File: src/wdg_pkg.sv
// shared constants and types for the watchdog configuration guard
package wdg_pkg;
   // control register field positions
   localparam int unsigned CHANGE_WINDOW_POS   = 4;
   localparam int unsigned WATCHDOG_ON_POS     = 3;
   localparam int unsigned TIMEOUT_SELECT_MSB  = 2;
   localparam int unsigned TIMEOUT_SELECT_W    = 3;
   localparam int unsigned CTRL_W              = 8;
   // change window lasts this many system clocks
   localparam int unsigned WINDOW_CLOCKS       = 4;
   // shortest period is 16K oscillator cycles, log2 of it
   localparam int unsigned BASE_PERIOD_LOG2    = 14;
   localparam int unsigned PERIOD_CNT_W        = 22;
   localparam logic [7:0]  CTRL_RESET          = 8'h00;
   localparam logic [2:0]  TIMEOUT_RESET       = 3'h0;
   // controller register map (word indices on the software port)
   localparam logic [1:0]  ADDR_WRITE_DATA     = 2'h0;
   localparam logic [1:0]  ADDR_COMMAND        = 2'h1;
   localparam logic [1:0]  ADDR_STATUS         = 2'h2;
   localparam logic [1:0]  ADDR_READBACK       = 2'h3;
   // command codes written to the controller
   localparam logic [7:0]  CMD_PLAIN_WRITE     = 8'h01;
   localparam logic [7:0]  CMD_TIMED_WRITE     = 8'h02;
   localparam logic [7:0]  CMD_RESTART         = 8'h03;
   localparam logic [7:0]  CMD_READ            = 8'h04;
   typedef enum logic [1:0] {LEVEL_0, LEVEL_1, LEVEL_2} safety_level_type;
endpackage

File: src/wdg_if.sv
// interface joining the watchdog guard and its software controller
`timescale 1ns/10ps
interface wdg_if;
   logic       wr_stb;
   logic       rd_stb;
   logic [7:0] wr_data;
   logic [7:0] rd_data;
   logic       restart;
   modport device (input wr_stb, input rd_stb, input wr_data, input restart, output rd_data);
   modport host   (output wr_stb, output rd_stb, output wr_data, output restart, input rd_data);
endinterface

File: src/watchdog_config_guard.sv
// watchdog enable and time-out change protection with timeout counter
//
// Chosen here: the placing of the registers and the plain strobed port.
`timescale 1ns/10ps
// Overview of operation
// RULE_01: level 0 takes time-out on any write
// RULE_02: level 0 disabling needs the timed sequence
// RULE_03: level 1 starts off, one write enables
// RULE_04: level 1 changes only inside open window
// RULE_05: software opens window writing change and on
// RULE_06: second write within four clocks is applied
// RULE_07: level 2 always runs, on reads one
// RULE_08: level 2 time-out only by sequence
// RULE_09: level 2 software opens with both bits
// RULE_10: level 2 ignores on bit in write
// RULE_11: software masks interrupts, restarts before disable
// RULE_12: change bit self-clears four clocks later
// RULE_13: level from two fuses, always-on gives 2
// RULE_14: select doubles period from 16K to 2048K
// RULE_15: expiry without restart issues chip reset
// RULE_16: levels 1,2 drop unwindowed time-out writes
module watchdog_config_guard #(
   parameter int unsigned BASE_LOG2 = wdg_pkg::BASE_PERIOD_LOG2
) (
   input  wire logic       i_sys_clk,
   input  wire logic       i_rst_n,
   input  wire logic       i_wdt_clk,
   input  wire logic       i_legacy_compat_fuse,
   input  wire logic       i_always_on_fuse,
   wdg_if.device           bus,
   output logic            o_chip_reset,
   output logic            o_watchdog_running,
   output logic [2:0]      o_timeout_select
);
   // whole state of the guard, registered in one place
   typedef struct packed {
      logic                               fuses_taken;
      wdg_pkg::safety_level_type          level;
      logic                               on;
      logic                               change;
      logic [1:0]                         win_cnt;
      logic [2:0]                         tsel;
      logic [2:0]                         osc_sync;
      logic                               osc_prev;
      logic [wdg_pkg::PERIOD_CNT_W-1:0]   period_cnt;
      logic                               chip_reset;
      logic [7:0]                         rd_data;
   } state_type;

   state_type state_reg;
   state_type state_next;

   // period length in oscillator cycles for a select code
   function automatic logic [wdg_pkg::PERIOD_CNT_W-1:0] period_of(input logic [2:0] sel);
      period_of = wdg_pkg::PERIOD_CNT_W'(1) << (BASE_LOG2 + 32'(sel)); // RULE_14
   endfunction

   // safety level from the fuse pair; the always-on fuse outranks compatibility
   function automatic wdg_pkg::safety_level_type level_of(input logic always_on, input logic compat);
      if (always_on) begin
         level_of = wdg_pkg::LEVEL_2; // RULE_13
      end else if (compat) begin
         level_of = wdg_pkg::LEVEL_0; // RULE_13
      end else begin
         level_of = wdg_pkg::LEVEL_1; // RULE_13
      end
   endfunction

   // a write completes a timed sequence only inside an open window and with change clear
   function automatic logic closes_window(input logic open, input logic chg);
      closes_window = open & ~chg;
   endfunction

   // byte seen by a read: reserved bits stay zero
   function automatic logic [7:0] ctrl_image(input logic chg, input logic on, input logic [2:0] tsel);
      ctrl_image = wdg_pkg::CTRL_RESET;
      ctrl_image[wdg_pkg::CHANGE_WINDOW_POS] = chg;
      ctrl_image[wdg_pkg::WATCHDOG_ON_POS]   = on;
      ctrl_image[wdg_pkg::TIMEOUT_SELECT_MSB -: wdg_pkg::TIMEOUT_SELECT_W] = tsel;
   endfunction

   logic       w_on;
   logic       w_chg;
   logic [2:0] w_tsel;
   logic       osc_tick;

   // fields of the incoming control write
   assign w_on   = bus.wr_data[wdg_pkg::WATCHDOG_ON_POS];
   assign w_chg  = bus.wr_data[wdg_pkg::CHANGE_WINDOW_POS];
   assign w_tsel = bus.wr_data[wdg_pkg::TIMEOUT_SELECT_MSB -: wdg_pkg::TIMEOUT_SELECT_W];
   // the oscillator is unrelated to the system clock, so only synchronised stages are read
   // rising oscillator edge counts once second and third stages agree
   assign osc_tick = state_reg.osc_sync[1] & state_reg.osc_sync[2] & ~state_reg.osc_prev;

   // next-state logic, in order of priority: fuse capture, window count, link write,
   // level 2 override, period counter, read image; a later step may overrule an
   // earlier one, which is how an opening write re-arms a window that is just closing
   // and how level 2 keeps the watchdog running whatever a write says
   always_comb begin
      state_next = state_reg;
      state_next.osc_sync = {state_reg.osc_sync[1:0], i_wdt_clk};
      if (state_reg.osc_sync[1] == state_reg.osc_sync[2]) begin
         state_next.osc_prev = state_reg.osc_sync[2];
      end
      state_next.chip_reset = 1'b0;
      // fuses are sampled once after reset release, not in the reset branch
      if (!state_reg.fuses_taken) begin
         state_next.fuses_taken = 1'b1;
         state_next.level       = level_of(i_always_on_fuse, i_legacy_compat_fuse); // RULE_13
         if (i_always_on_fuse) begin
            state_next.on = 1'b1; // RULE_07
         end else begin
            state_next.on = 1'b0; // RULE_03
         end
      end
      // window closes by itself after four clocks
      // counting from zero keeps the window counter two bits wide
      if (state_reg.change) begin
         if (state_reg.win_cnt == 2'(wdg_pkg::WINDOW_CLOCKS - 1)) begin
            state_next.change = 1'b0; // RULE_12
         end else begin
            state_next.win_cnt = state_reg.win_cnt + 2'd1;
         end
      end
      if (bus.wr_stb && state_reg.fuses_taken) begin
         if (w_chg && w_on) begin
            // opening write: restart the window count
            state_next.change  = 1'b1; // RULE_05 RULE_09
            state_next.win_cnt = 2'd0;
            state_next.on      = 1'b1;
            if (state_reg.level == wdg_pkg::LEVEL_0) begin
               state_next.tsel = w_tsel; // RULE_01
            end
         end else begin
            case (state_reg.level)
               wdg_pkg::LEVEL_0: begin
                  // any select goes through; stopping still needs the window
                  state_next.tsel = w_tsel; // RULE_01
                  if (w_on || state_reg.change) begin
                     state_next.on = w_on; // RULE_02
                  end
               end
               wdg_pkg::LEVEL_1: begin
                  // outside a window a plain write may start the watchdog but not stop it
                  if (closes_window(state_reg.change, w_chg)) begin
                     state_next.on   = w_on;   // RULE_04 RULE_06
                     state_next.tsel = w_tsel; // RULE_06
                  end else if (w_on) begin
                     state_next.on = 1'b1;     // RULE_03 RULE_16
                  end
               end
               wdg_pkg::LEVEL_2: begin
                  // the on bit carried by the closing write is ignored
                  if (closes_window(state_reg.change, w_chg)) begin
                     state_next.tsel = w_tsel; // RULE_08 RULE_10
                  end
               end
               default: state_next.on = state_reg.on;
            endcase
            if (state_reg.change) begin
               state_next.change = w_chg & state_next.change;
            end
         end
      end
      if (state_reg.level == wdg_pkg::LEVEL_2) begin
         state_next.on = 1'b1; // RULE_07 RULE_08
      end
      // counter cleared by restart, while off, and on its own expiry
      // a stopped watchdog holds zero, so starting it again always gives a full period
      if (bus.restart || !state_reg.on || !state_next.on) begin
         state_next.period_cnt = '0;
      end else if (osc_tick) begin
         if (state_reg.period_cnt >= period_of(state_reg.tsel) - 1'b1) begin
            state_next.chip_reset = 1'b1; // RULE_15
            state_next.period_cnt = '0;
         end else begin
            state_next.period_cnt = state_reg.period_cnt + 1'b1;
         end
      end
      // read data stands for the one cycle after the strobe and is zero otherwise,
      // so a stale byte can never be mistaken for a fresh one
      state_next.rd_data = wdg_pkg::CTRL_RESET;
      if (bus.rd_stb) begin
         state_next.rd_data = ctrl_image(state_next.change, state_next.on, state_next.tsel); // RULE_07
      end
   end

   // single state register
   always_ff @(posedge i_sys_clk or negedge i_rst_n) begin
      if (!i_rst_n) begin
         // constants only: the fuses are read after release, never here
         state_reg <= '{fuses_taken: 1'b0,
                        level:       wdg_pkg::LEVEL_1,
                        on:          1'b0,
                        change:      1'b0,
                        win_cnt:     2'd0,
                        tsel:        wdg_pkg::TIMEOUT_RESET,
                        osc_sync:    3'h0,
                        osc_prev:    1'b0,
                        period_cnt:  '0,
                        chip_reset:  1'b0,
                        rd_data:     wdg_pkg::CTRL_RESET};
      end else begin
         state_reg <= state_next;
      end
   end

   // every output is a field of the state register
   assign bus.rd_data          = state_reg.rd_data;
   assign o_chip_reset         = state_reg.chip_reset;
   assign o_watchdog_running   = state_reg.on;
   assign o_timeout_select     = state_reg.tsel;
endmodule // watchdog_config_guard

File: src/flat_wrapper.sv
// flat-port wrapper written by rule: the top's interface ports become plain ports
module watchdog_config_guard_flat 
#(
   parameter int unsigned BASE_LOG2 = wdg_pkg::BASE_PERIOD_LOG2
)
  (i_sys_clk, i_rst_n, i_wdt_clk, i_legacy_compat_fuse, i_always_on_fuse, o_chip_reset, o_watchdog_running, o_timeout_select, bus_wr_stb, bus_rd_stb, bus_wr_data, bus_restart, bus_rd_data);
  wdg_if bus_i ();
  input  wire logic i_sys_clk;
  input  wire logic i_rst_n;
  input  wire logic i_wdt_clk;
  input  wire logic i_legacy_compat_fuse;
  input  wire logic i_always_on_fuse;
  output logic o_chip_reset;
  output logic o_watchdog_running;
  output logic [2:0] o_timeout_select;
  input wire logic [$bits(bus_i.wr_stb)-1:0] bus_wr_stb;
  input wire logic [$bits(bus_i.rd_stb)-1:0] bus_rd_stb;
  input wire logic [$bits(bus_i.wr_data)-1:0] bus_wr_data;
  input wire logic [$bits(bus_i.restart)-1:0] bus_restart;
  output wire logic [$bits(bus_i.rd_data)-1:0] bus_rd_data;
  assign bus_i.wr_stb = bus_wr_stb;
  assign bus_i.rd_stb = bus_rd_stb;
  assign bus_i.wr_data = bus_wr_data;
  assign bus_i.restart = bus_restart;
  assign bus_rd_data = bus_i.rd_data;
  watchdog_config_guard #(.BASE_LOG2(BASE_LOG2)) u_core (.i_sys_clk(i_sys_clk), .i_rst_n(i_rst_n), .i_wdt_clk(i_wdt_clk), .i_legacy_compat_fuse(i_legacy_compat_fuse), .i_always_on_fuse(i_always_on_fuse), .bus(bus_i), .o_chip_reset(o_chip_reset), .o_watchdog_running(o_watchdog_running), .o_timeout_select(o_timeout_select));
endmodule
File: config.mk
export PLATFORM = sky130hd
export DESIGN_NAME = watchdog_config_guard_flat
export DESIGN_NICKNAME = d
export VERILOG_FILES = /design/src/wdg_pkg.sv /design/src/wdg_if.sv /design/src/watchdog_config_guard.sv /design/src/flat_wrapper.sv
export SDC_FILE = /design/constraint.sdc
export NUM_CORES = 1
export LEC_CHECK = 0
export ABC_AREA = 0
export BUFFER_PORTS_ARGS = -buffer_cell sky130_fd_sc_hd__buf_2
export CORE_MARGIN = 2
export CORE_UTILIZATION = 64
export CTS_CLUSTER_SIZE = 12
export DETAILED_ROUTE_END_ITERATION = 10
export GPL_TIMING_DRIVEN = 0
export PLACE_DENSITY = 0.85
export SLEW_MARGIN = 20
export SYNTH_ARGS = -nofsm -noshare
export SYNTH_HDL_FRONTEND = slang
export SYNTH_SLANG_ARGS = --single-unit
File: constraint.sdc
create_clock -name i_sys_clk -period 8.1 [get_ports i_sys_clk]
set_input_delay 0.81 -clock i_sys_clk [delete_from_list [all_inputs] [get_ports i_sys_clk]]
set_output_delay 0.81 -clock i_sys_clk [all_outputs]
set_load 0.05 [all_outputs]
==> Yosys cells after proc, flatten, opt, wreduce, memory -nomap -nowiden <==
Cells that the tools add are included.
{ "totals": {"ff_bits": 42, "inputBits": 16, "output_inout_bits": 13, "wordCells": 63} }
{ "op_classes": {"addsub": 4, "n_lt_le_gt_ge": 1, "n_eq_ne": 4, "n_shift": 1, "muxes": 26, "n_bitwise": 6, "reduce_logical": 10} }
{ "ops": {"columns": ["operator", "n"], "rows": [
  ["2-to-1 mux 22 bit", 2],
  ["left shift 1 x 32 -> 22 bit, first input constant", 1],
  ["2-to-1 mux 23 bit", 1],
  ["adder 22 x 1 -> 22 bit, second input constant", 1],
  ["greater-or-equal comparator 22 bit", 1],
  ["subtractor 22 x 1 -> 22 bit, second input constant", 1],
  ["2-to-1 mux 3 bit", 4],
  ["2-to-1 mux 1 bit", 11],
  ["2-to-1 mux 2 bit", 4],
  ["2-to-1 mux 7 bit", 1],
  ["case mux 3 bit (2 select lines)", 1],
  ["adder 4 x 3 -> 5 bit, first input constant", 1],
  ["2-to-1 mux 5 bit", 1],
  ["AND 1 bit", 4],
  ["== test 2 bit, second input constant", 2],
  ["logical OR 1 bit", 3],
  ["case mux 1 bit (3 select lines)", 1],
  ["adder 2 x 1 -> 2 bit, second input constant", 1],
  ["== test 2 x 1 -> 1 bit, second input constant", 1],
  ["logical AND 1 bit", 2],
  ["logical NOT 1 bit", 2],
  ["logical NOT 2 bit", 1],
  ["inverter 1 bit", 2],
  ["nonzero test 2 bit", 1],
  ["2 further kinds", 2]
]} }

==> Longest topological paths before layout <==
Gate-level depths: netlist of run 1.
{ "logic_depth": {"depth_word": 11, "ltp_mapped": 14, "depth_no_buf": 13} }

==> Least setup slack after synthesis of run 1 <==
Ideal clock, no wire load.
{ "synth_path": {"path_kind": "reg2reg", "startpoint": "register u_core.state_reg (netlist bit u_core.o_timeout_select[1])", "endpoint": "register u_core.state_reg[28] (netlist name)", "setup_ns": 0.082, "arrival_ns": 2.991, "required_time_ns": 8.018, "setup_slack_ns": 5.027, "path_stages_with_launch": 14, "path_buffers": 1, "synth_period_minus_slack_ns": 3.073, "path_cell_list": "dfrtp_1 inv_1 ha_1 inv_1 or3_1 xnor2_1 ha_1 o21ai_0 o21ai_1 a211oi_4 and2_1 buf_2 nand3_1 a31oi_1"} }
{ "synth_via": {"elab_chain_len": 7} }
{ "synth_lines": {"columns": ["element", "line", "source"], "rows": [
  ["start, declared", "watchdog_config_guard.sv:50", "state_type state_reg;"],
  ["start signal, assigned", "watchdog_config_guard.sv:192", "state_reg <= '{fuses_taken: 1'b0,"],
  ["start signal, assigned", "watchdog_config_guard.sv:204", "state_reg <= state_next;"],
  ["adder 4 x 3 -> 5 bit", "watchdog_config_guard.sv:55", "period_of = wdg_pkg::PERIOD_CNT_W'(1) << (BASE_LOG2 + 32'(sel));"],
  ["left shift 1 x 32 -> 22 bit", "watchdog_config_guard.sv:55", null],
  ["subtractor 22 x 1 -> 22 bit", "watchdog_config_guard.sv:173", "if (state_reg.period_cnt >= period_of(state_reg.tsel) - 1'b1) begin"],
  ["greater-or-equal comparator 22 bit", "watchdog_config_guard.sv:173", null],
  ["2-to-1 mux 22 bit", "watchdog_config_guard.sv:173", null],
  ["2-to-1 mux 23 bit", "watchdog_config_guard.sv:172", "end else if (osc_tick) begin"],
  ["2-to-1 mux 22 bit", "watchdog_config_guard.sv:170", "if (bus.restart || !state_reg.on || !state_next.on) begin"]
]} }
Every way passes these cells. The select of a mux whose other input is x is not followed.
A chain may end at the register's enable or synchronous reset.

==> Worst setup path after layout of run 1 <==
{ "layout_path": {"startpoint": "register u_core.state_reg (netlist bit u_core.o_timeout_select[1])", "endpoint": "register u_core.state_reg[29] (netlist name)"} }
Same word-level chain as after synthesis.

==> results of run 1 <==
[final cells by class]
type | instances | area [µm²] | area share, %
Sequential cell | 42 | 1050 | 32.1
Clock inverter | 3 | 40.0 | 1.22
Timing Repair Buffer | 22 | 110 | 3.36
Inverter | 10 | 37.5 | 1.15
Tap cell | 52 | 65.1 | 1.98
Clock buffer | 5 | 68.8 | 2.10
Buffer | 25 | 149 | 4.54
Multi-Input combinational cell | 275 | 1760 | 53.5
[cells in the mapped netlist, drive strengths merged (5+ instances only)]
cell,number,share of area (%)
a31oi,16,3.4
clkbuf,8,1.1
nor3,11,2.2
nor2,30,3.8
dfrtp,41,35
and2,9,1.9
nand4,22,4.6
a21oi,20,3.4
o211ai,5,1.3
ha,32,14
buf,17,3.9
o21ai,8,1.4
nand3,28,4.9
a211oi,5,1.7
nand2,37,4.7
inv,10,1.3
[how the worst max path moves through the flow]
stage	start	end	slack (ns)	cells past startpoint
6_report	u_core.o_timeout_select[1]	u_core.state_reg[29]	4.35	13
5_1_grt	u_core.o_timeout_select[1]	u_core.state_reg[21]	4.02	13
4_1_cts	u_core.o_timeout_select[1]	u_core.state_reg[29]	4.42	13
3_5_place_dp	u_core.o_timeout_select[1]	u_core.state_reg[21]	4.45	13
3_3_place_gp	u_core.o_timeout_select[1]	u_core.state_reg[28]	4.52	13
2_1_floorplan	u_core.o_timeout_select[1]	u_core.state_reg[28]	5.03	13
[cells by family after synthesis]
logic type / after synthesis / synth area share (%)
simple gates: 161 / 28.1
compound gates: 68 / 15.1
flops: 42 / 35.5
buf+inv: 35 / 6.29
fa+ha+maj: 32 / 13.5
xor+xnor: 3 / 0.887
other cells: 2 / 0.253
mux: 1 / 0.380
[power groups by stage]
stage	sequential, mW	combinational, mW	clock, mW
2_1_floorplan	0.247	0.146	0
3_3_place_gp	0.248	0.183	0
3_5_place_dp	0.249	0.192	0
4_1_cts	0.245	0.193	0.166
5_1_grt	0.248	0.215	0.172
6_report	0.245	0.194	0.163
[per-layer routing]
metal	GRT usage (%)	vias to the layer above	share of wire, %
li1	-	1316	-
met1	39.3	1276	42
met2	49.0	122	50
met3	3.47	8	7.0
met4	10.9	0	1.0
met5	0	-	0
==> metrics, run 1 <==
status=finished, final reports clean; critical path arrival=slightly below 4 ns; P per Cell Area=184 nW/µm²; final instance area=about 3300 µm²; Max clock buf depth=2; drt total wl=around 6.9 mm; die area=5190 µm²; routability cong.=0.889; total track usage=between 20% and 30%; CTS Hold Bufs=0; distinct cell type count after synthesis=48; PnR worst setup slack=4.35 ns; HP Start=u_core.state_next[33]; Setup TNS=0 ns; Clock power frac=27.1%; skew final=around 0.0056 ns; WS Path Type=flop to flop; RSZ-0062 raised after global routing=no; r2r setup slk=4.35 ns; max incr delay on CP=0.54 ns; drt first pass iters=5; NetSw=about 0.22 mW; slowest CP cell=a211oi_4; HPWL after DPL=5.03 mm; reg2reg end=u_core.state_reg[29]; Worst Path Max Fanout=10; minimum clock period=around 3.8 ns; Hold WS=0.366 ns; crit-path cells=inv_1 > ha_1 > inv_1 > or3_1 > xnor2_1 > ha_1 > o21ai_0 > o21ai_1 > a211oi_4 > and2_1 > buf_2 > nand3_1 > a21oi_1; Post-synth EDFFs=0; hold-critical path endpoint=u_core.state_next[34]; Seq/Total Area, Yosys=35.5%; drt drc=0; most frequent cells in the layout=dfrtp_1, nand2_1, ha_1; Gate power share=~32%; num ports=29; CP Launch Type=flop; Tcrit/Tclk final=46.3%; Top Family by Delay on Critical Path=compound AO/OA/AOI/OAI gates; final std cells w/o fill=between 400 and 500; Via density=~6.3; Port Buffers=22; Std-Cell Rows=24; routed len/inst=16.0 µm; nets=429; Slew headroom=38.7%; Max-Cap Viols=0; Post-DRT Antenna Nets=0; Num CTS Buffers=5; die height=72.1 µm; Yosys reg bits=between 40 and 50; placed cell areas=3170 µm²; # diodes=0; pin count of the biggest net entering global routing=43; Overflow after GRT=0; DIE WIDTH=about 70 µm; cell area after synthesis=2960 µm²; Starting Density=about two thirds; CTS Sinks=42; postcts setup bufs=0; pin slew with the least headroom to its limit=0.919 ns; Slew Viols, Final=0; Iter 0 DRT Violations=around 240; vias in the first global route=2,623; via count=2,722; first-pass GRT wire length=11.9 mm; hold crit path type=flop to flop; FILL cells=around 330; hold path cells=0; Worst-Skew Late Latency=between 0.2 and 0.3 ns; cell count after placement=426; H-tree levels=2; fraction of layout cells with a size suffix above 1=15.4%; R2R depth=13; PnR Total Power=0.602 mW; root buffer cell=clkbuf_8; Sw Ratio=35.8%; initial antenna violation count=0; Reg2Reg Launch Point=u_core.o_timeout_select[1]; Synth Warn #=0; post-CTS sizing=0; final setup fails=0; TritonCTS clock tree=built; fmax=about 0.27 GHz; Core Region=4410 µm²; Peak VDD IR=0.000131 V; max reg flops=30; CP bufs+invs=3; area grow syn2layout=10.6%; Power Internal=0.387 mW; Place WS=4.45 ns; Post-synth ARST share=100%; CP Data Required Time=8.31 ns; commonest non-fill, non-tap cell in the layout=dfrtp_1; Final Hold Vio Count=0; Leakage Power=1.46 nW; top_reg_cell synth=dfrtp_1; post-synthesis instance total=344; Final Util=74.3%; CTS clk-pin slew, worst paths=0.08 ns; syn_area_per_cell=8.62 µm²; kind of end point of the critical path=flop; Flop pwr share=about 40%
Note: power is estimated with default switching activity, not from simulation.
==> run 2: changes to the inputs <==
- ABC_AREA: 0 -> 1
- CORE_UTILIZATION: 64 -> 60
- PLACE_DENSITY: 0.85 -> 0.8
- clock period: 8.1 -> 3.65 ns (I/O delays scaled with it)
==> run 2 against run 1 <==
Effect of this change: core utilization down 6.0 points; area after synthesis increased by 5.5%; via count fell by 1.6%; power is 120% higher; hold slack worse by 0.20 ns; clock power rose by 130%; register-to-register slack worse by 3.7 ns; wire length down 11%; critical path depth grew 3; sequential share of layout area down 1.7 points; fmax increased by 25%; sequential power is 120% higher; largest power group unchanged; highest routed layer unchanged.
==> metrics, run 2 <==
status=finished, final reports clean; vias in the first global route=2,601 (-0.84%); H-tree levels=2 (unchanged); RSZ-0062 raised after global routing=no; skew final=0.0123 ns (+0.00665 ns); Max clock buf depth=2 (unchanged); CP Data Required Time=3.88 ns (-4.43 ns); Setup TNS=0 ns (unchanged); r2r setup slk=0.64 ns (-3.71 ns); distinct cell type count after synthesis=34 (-29%); CTS Hold Bufs=0 (unchanged); Overflow after GRT=0 (unchanged); most common cell in the netlist=nand2_1; final setup fails=0 (unchanged); Sw Ratio=36.1% (+0.36 points); PnR Total Power=1.34 mW (+120%); FILL cells=455 (+37%); Flop pwr share=40.4% (-0.3 points); Via density=5.04 (-20%); die area=5810 µm² (+12%); synth top area cells=dfrtp_1, nand2_1, ha_1, inv_1, xor2_1; Yosys reg bits=42 (unchanged); Post-synth EDFFs=0 (unchanged); most frequent CP cell=nand2_1; Worst-Skew Late Latency=0.30 ns (about the same); WS Path Type=flop to flop; cell area after synthesis=3130 µm² (+5.5%); NetSw=0.483 mW (+120%); nets=509 (+19%); Max-Cap Viols=0 (unchanged); slowest CP cell=dfrtp_1; Reg2Reg Launch Point=u_core.o_timeout_select[1]; Synth Warn #=0 (unchanged); max reg flops=30 (unchanged); Synth top area share=32.8% (-1.8 points); minimum clock period=3.01 ns (-0.742 ns); P per Cell Area=386 nW/µm² (+110%); Std-Cell Rows=26 (+8.3%); # diodes=0 (unchanged); Leakage Power=1.97 nW (+35%); CTS Sinks=42 (unchanged); total track usage=22.8% (-6.4 points); Port Buffers=22 (unchanged); Synth top cells by count=nand2_1, inv_1, dfrtp_1, ha_1, nor2_1; cell taking the most area after synthesis=dfrtp_1; Critical Path End=u_core.state_reg[16]; max incr delay on CP=0.52 ns (-0.02 ns); R2R depth=16 (+3); TritonCTS clock tree=built; Core Region=5070 µm² (+15%); HPWL after DPL=4.85 mm (-3.7%); Num CTS Buffers=5 (unchanged); Starting Density=61.6% (-5.5 points); CTS clk-pin slew, worst paths=0.08 ns (about the same); reg2reg end=u_core.state_reg[16]; kind of end point of the critical path=flop; Peak VDD IR=0.000321 V (+140%); root buffer cell=clkbuf_8; Critical Path Start=u_core.o_timeout_select[1]; via count=2,679 (-1.6%); post-synthesis instance total=424 (+23%); syn_area_per_cell=7.38 µm² (-14%); postcts setup bufs=0 (unchanged); hold crit path type=input pin to flop; post-CTS sizing=0 (unchanged); Power Internal=0.855 mW (+120%); HP Start=i_wdt_clk; initial antenna violation count=0 (unchanged); fmax=0.332 GHz (+25%); Post-synth ARST share=100% (unchanged); drt first pass iters=4 (-1); Post-DRT Antenna Nets=0 (unchanged); drt drc=0 (unchanged); area grow syn2layout=10.8%; CP Launch Type=flop; first-pass GRT wire length=10.7 mm (-9.7%); fraction of layout cells with a size suffix above 1=14.1% (-1.4 points); pin slew with the least headroom to its limit=0.930 ns (+0.0111 ns); Seq/Total Area, Yosys=33.6% (-1.9 points); routability cong.=0.862 (-3.1%); Gate power share=32.0% (-0.2 points); Final Hold Vio Count=0 (unchanged); crit-path cells=inv_1 > ha_1 > nand2_1 > nor3_1 > xor2_1 > ha_1 > nand2_1 > inv_1 > nand2_1 > nand2_1 > a21oi_1 > nand3_1 > nor2_4 > buf_6 > nand2_1 > nand2_1; Slew headroom=38.0% (-0.74 points); pin count of the biggest net entering global routing=43 (unchanged); critical path arrival=3.24 ns (-0.72 ns); num ports=29 (unchanged); drt total wl=6.16 mm (-11%); Worst Path Max Fanout=10 (unchanged); Slew Viols, Final=0 (unchanged); commonest non-fill, non-tap cell in the layout=nand2_1; most frequent cells in the layout=nand2_1, inv_1, dfrtp_1; Tcrit/Tclk final=82.5% (+36 points); DIE WIDTH=76.2 µm (+5.8%); die height=76.2 µm (+5.8%); Iter 0 DRT Violations=110 (-54%); routed len/inst=11.6 µm (-28%); top_reg_cell synth=dfrtp_1; Clock power frac=27.5% (+0.4 points)
==> run 2: cell count changes after synthesis, moves of 10 or more <==
cell | before | now
a31oi_1 | 16 | 2
inv_1 | 10 | 52
nand2_1 | 37 | 149
nand3_1 | 27 | 17
nand4_1 | 22 | 4
xor2_1 | 0 | 15
==> run 2: through the flow <==
stage | setup slack [ns] | cell area (µm²) | hold WS, ns | util [%] | instances
floorplan | 1.16 | 3160 | 0.0694 | - | 432
global placement | 0.773 | 3360 | 0.343 | 66.1 | 524
detailed placement | 0.716 | 3360 | 0.336 | 66.1 | 524
CTS | 0.668 | 3470 | 0.162 | 68.3 | 532
global route | 0.389 | 3470 | 0.158 | 68.3 | 532
finish | 0.639 | 3470 | 0.167 | 68.3 | 532
==> run 2: how the worst min path moves through the flow <==
stage | to | slack [ns] | cells past startpoint
floorplan | u_core.bus.rd_data[0] | 0.07 | 0
global placement | u_core.state_next[34] | 0.34 | 0
detailed placement | u_core.state_next[34] | 0.34 | 0
CTS | u_core.state_next[33] | 0.16 | 1
global route | u_core.state_next[33] | 0.16 | 1
finish | u_core.state_next[33] | 0.17 | 1
==> run 2: cell type report <==
| cell class | count | area [µm²] | area share (%) |
|---|---|---|---|
| buffer | 16 | 133 | 3.83 |
| clock buffer | 6 | 72.6 | 2.09 |
| clock inverter | 2 | 37.5 | 1.08 |
| inverter | 56 | 211 | 6.10 |
| multi-input combinational | 318 | 1760 | 50.8 |
| sequential | 42 | 1050 | 30.4 |
| tap | 70 | 87.6 | 2.53 |
| timing repair buffer | 22 | 110 | 3.18 |
==> run 2: critical path, delay by kind of cell (launching register included) <==
family	cells	cell delay, ns
AND/OR/NAND/NOR	9	0.98
adder cells (fa/ha/maj)	2	0.60
flip-flops	1	0.52
buffers and inverters	3	0.37
AO/OA/AOI/OAI	1	0.25
XOR/XNOR	1	0.22
==> run 2: metal layers <==
metal	wire length [µm]	part of all wire, %	vias to the layer above	GRT usage [%]
met1	2850	46	1242	27.7
met5	0	0	-	0
li1	-	-	1378	-
met2	3010	49	49	40.1
met3	210	3.4	10	4.74
met4	93	1.5	0	8.18
==> run 2: kinds of logic after synthesis <==
kind of cell | after synthesis | synth area share, %
fa+ha+maj | 32 | 12.8
xor+xnor | 19 | 5.32
flops | 42 | 33.6
simple gates | 225 | 31.1
other cells | 2 | 0.240
compound gates | 31 | 5.52
buf+inv | 72 | 11.0
mux | 1 | 0.360
==> run 2: power groups by stage <==
stage	sequential (mW)	clock, mW	combinational, mW
6_report	0.541	0.368	0.428
5_1_grt	0.549	0.393	0.475
4_1_cts	0.541	0.374	0.428
3_5_place_dp	0.550	0	0.425
3_3_place_gp	0.548	0	0.407
2_1_floorplan	0.545	0	0.333
==> run 3: changes to the inputs <==
- clock period: 3.65 -> 2.95 ns (I/O delays scaled with it)
==> run 3 against run 2 <==
Effect of this change: fmax up 7.2%; via count is essentially flat; first-iteration DRC count increased by 25%; sequential cell count unchanged; hold slack worse by 0.068 ns; count of clock-buffer cells in the layout did not move; core utilization grew 0.89 points; register-to-register slack got worse by 0.50 ns; non-clock buffer count grew 3; critical path depth stayed put; die area is the same.
==> metrics, run 3 (synthesis results as in run 2) <==
first-pass GRT wire length=10.7 mm (+0.13%); initial antenna violation count=0 (unchanged); skew final=0.0123 ns (+0.0000354 ns); Worst-Skew Late Latency=0.30 ns (about the same); CTS clk-pin slew, worst paths=0.08 ns (about the same); # diodes=0 (unchanged); Starting Density=61.6% (unchanged); HPWL after DPL=4.85 mm (unchanged); pin count of the biggest net entering global routing=43 (unchanged); nets=512 (+0.59%); num ports=29 (unchanged); area grow syn2layout=12.2%; Port Buffers=22 (unchanged); Tcrit/Tclk final=95.2% (+13 points); Via density=5.01 (-0.52%); Max clock buf depth=2 (unchanged); placed cell areas=3360 µm² (unchanged); P per Cell Area=482 nW/µm² (+25%); Num CTS Buffers=5 (unchanged); fraction of layout cells with a size suffix above 1=16.1% (+2.1 points); Slew Viols, Final=0 (unchanged); FILL cells=452 (-0.66%); routability cong.=0.862 (unchanged); die height=76.2 µm (unchanged); Final Hold Vio Count=0 (unchanged); Post-DRT Antenna Nets=0 (unchanged); Place WS=0.0155 ns (-0.700 ns); H-tree levels=2 (unchanged); final std cells w/o fill=535 (+0.56%); PnR worst setup slack=0.142 ns (-0.497 ns); Overflow after GRT=0 (unchanged); status=finished, final reports clean; Leakage Power=1.99 nW (+0.80%); CP Data Required Time=3.13 ns (-0.75 ns); commonest non-fill, non-tap cell in the layout=nand2_1; critical path arrival=2.99 ns (-0.25 ns); pin slew with the least headroom to its limit=0.908 ns (-0.0225 ns); Slew headroom=39.5% (+1.5 points); drt drc=0 (unchanged); total track usage=22.8% (+0.025 points); Std-Cell Rows=26 (unchanged); root buffer cell=clkbuf_8; Hold WS=0.0989 ns (-0.0680 ns); DIE WIDTH=76.2 µm (unchanged); vias in the first global route=2,603 (+0.077%); WS Path Type=flop to flop; Max-Cap Viols=0 (unchanged); cell count after placement=524 (unchanged); die area=5810 µm² (unchanged); hold crit path type=input pin to flop; final setup fails=0 (unchanged); Peak VDD IR=0.000399 V (+24%); minimum clock period=2.81 ns (-0.203 ns); kind of end point of the critical path=flop; Iter 0 DRT Violations=137 (+25%); TritonCTS clock tree=built; routed len/inst=11.6 µm (-0.14%); drt total wl=6.19 mm (+0.42%); final instance area=3510 µm² (+1.3%); Worst Path Max Fanout=10 (unchanged); most frequent cells in the layout=nand2_1, inv_1, dfrtp_1; via count=2,680 (+0.037%); max reg flops=30 (unchanged); CTS Sinks=42 (unchanged); CTS Hold Bufs=0 (unchanged); Core Region=5070 µm² (unchanged); CP Launch Type=flop; fmax=0.356 GHz (+7.2%); drt first pass iters=4 (unchanged)
==> run 3: cell types whose count changed in the layout (fill, tap and decap cells not counted), sizes merged <==
| cell | delta |
|---|---|
| buf | +3 |
==> run 3: metal layers <==
metal / vias to the layer above / GRT usage [%] / share of wire, %
met3: 11 / 4.74 / 3.4
met2: 47 / 40.1 / 50
met4: 0 / 8.18 / 1.3
met5: - / 0 / 0
met1: 1238 / 27.8 / 45
li1: 1384 / - / -
==> run 3: path summary, 6_finish.rpt <==
check	cells past startpoint	to	slack [ns]	from
setup / recovery	16	u_core.state_reg[16]	0.14	u_core.o_timeout_select[1]
hold / removal	1	u_core.state_next[33]	0.1	i_wdt_clk
setup reg to reg	16	u_core.state_reg[16]	0.14	u_core.o_timeout_select[1]
hold reg to reg	0	u_core.state_next[34]	0.36	u_core.state_next[33]
max in group asynchronous	1	u_core.o_timeout_select[2]	2.21	i_rst_n
min in group asynchronous	1	u_core.state_reg[12]	0.12	i_rst_n
==> run 3: layout make-up <==
class | instances | area, µm² | area share [%]
buffer | 16 | 133 | 3.78
timing repair buffer | 25 | 133 | 3.78
sequential | 42 | 1050 | 30.0
clock inverter | 2 | 37.5 | 1.07
tap | 70 | 87.6 | 2.49
clock buffer | 6 | 72.6 | 2.07
multi-input combinational | 318 | 1780 | 50.7
inverter | 56 | 211 | 6.02
==> run 3: worst max-delay path: stages, from the launching register on <==
cell and delay (ns):
dfrtp_2 0.43, inv_1 0.11, ha_1 0.33, inv_1 0.10
nor4_2 0.26, xnor2_1 0.12, ha_1 0.29, nand2_1 0.08
nor2_2 0.15, nand2_1 0.11, nor2_2 0.15, nand2_1 0.09
nand3_1 0.14, nor2_4 0.07, buf_6 0.14, nand2_1 0.05
nand2_1 0.06
==> run 3: per-stage QoR <==
step           TNS (ns)  utilization, %  power (mW)
2_1_floorplan         0               -        1.09
3_3_place_gp          0            66.1        1.18
3_5_place_dp          0            66.1        1.21
4_1_cts               0            68.3        1.66
5_1_grt          -0.140            69.2        1.79
6_report              0            69.2        1.69
==> run 3: repair_timing <==
action / CTS / global route
setup endpoints to repair: 10 / 21
setup buffers: 0 / 3
resized for setup: 1 / 6
==> run 3: power breakdown <==
group | total, mW | switching, mW | internal (mW)
Combinational | 0.568 | 0.367 | 0.201
Clock | 0.455 | 0.202 | 0.252
Sequential | 0.669 | 0.0460 | 0.623
Total | 1.69 | 0.615 | 1.08
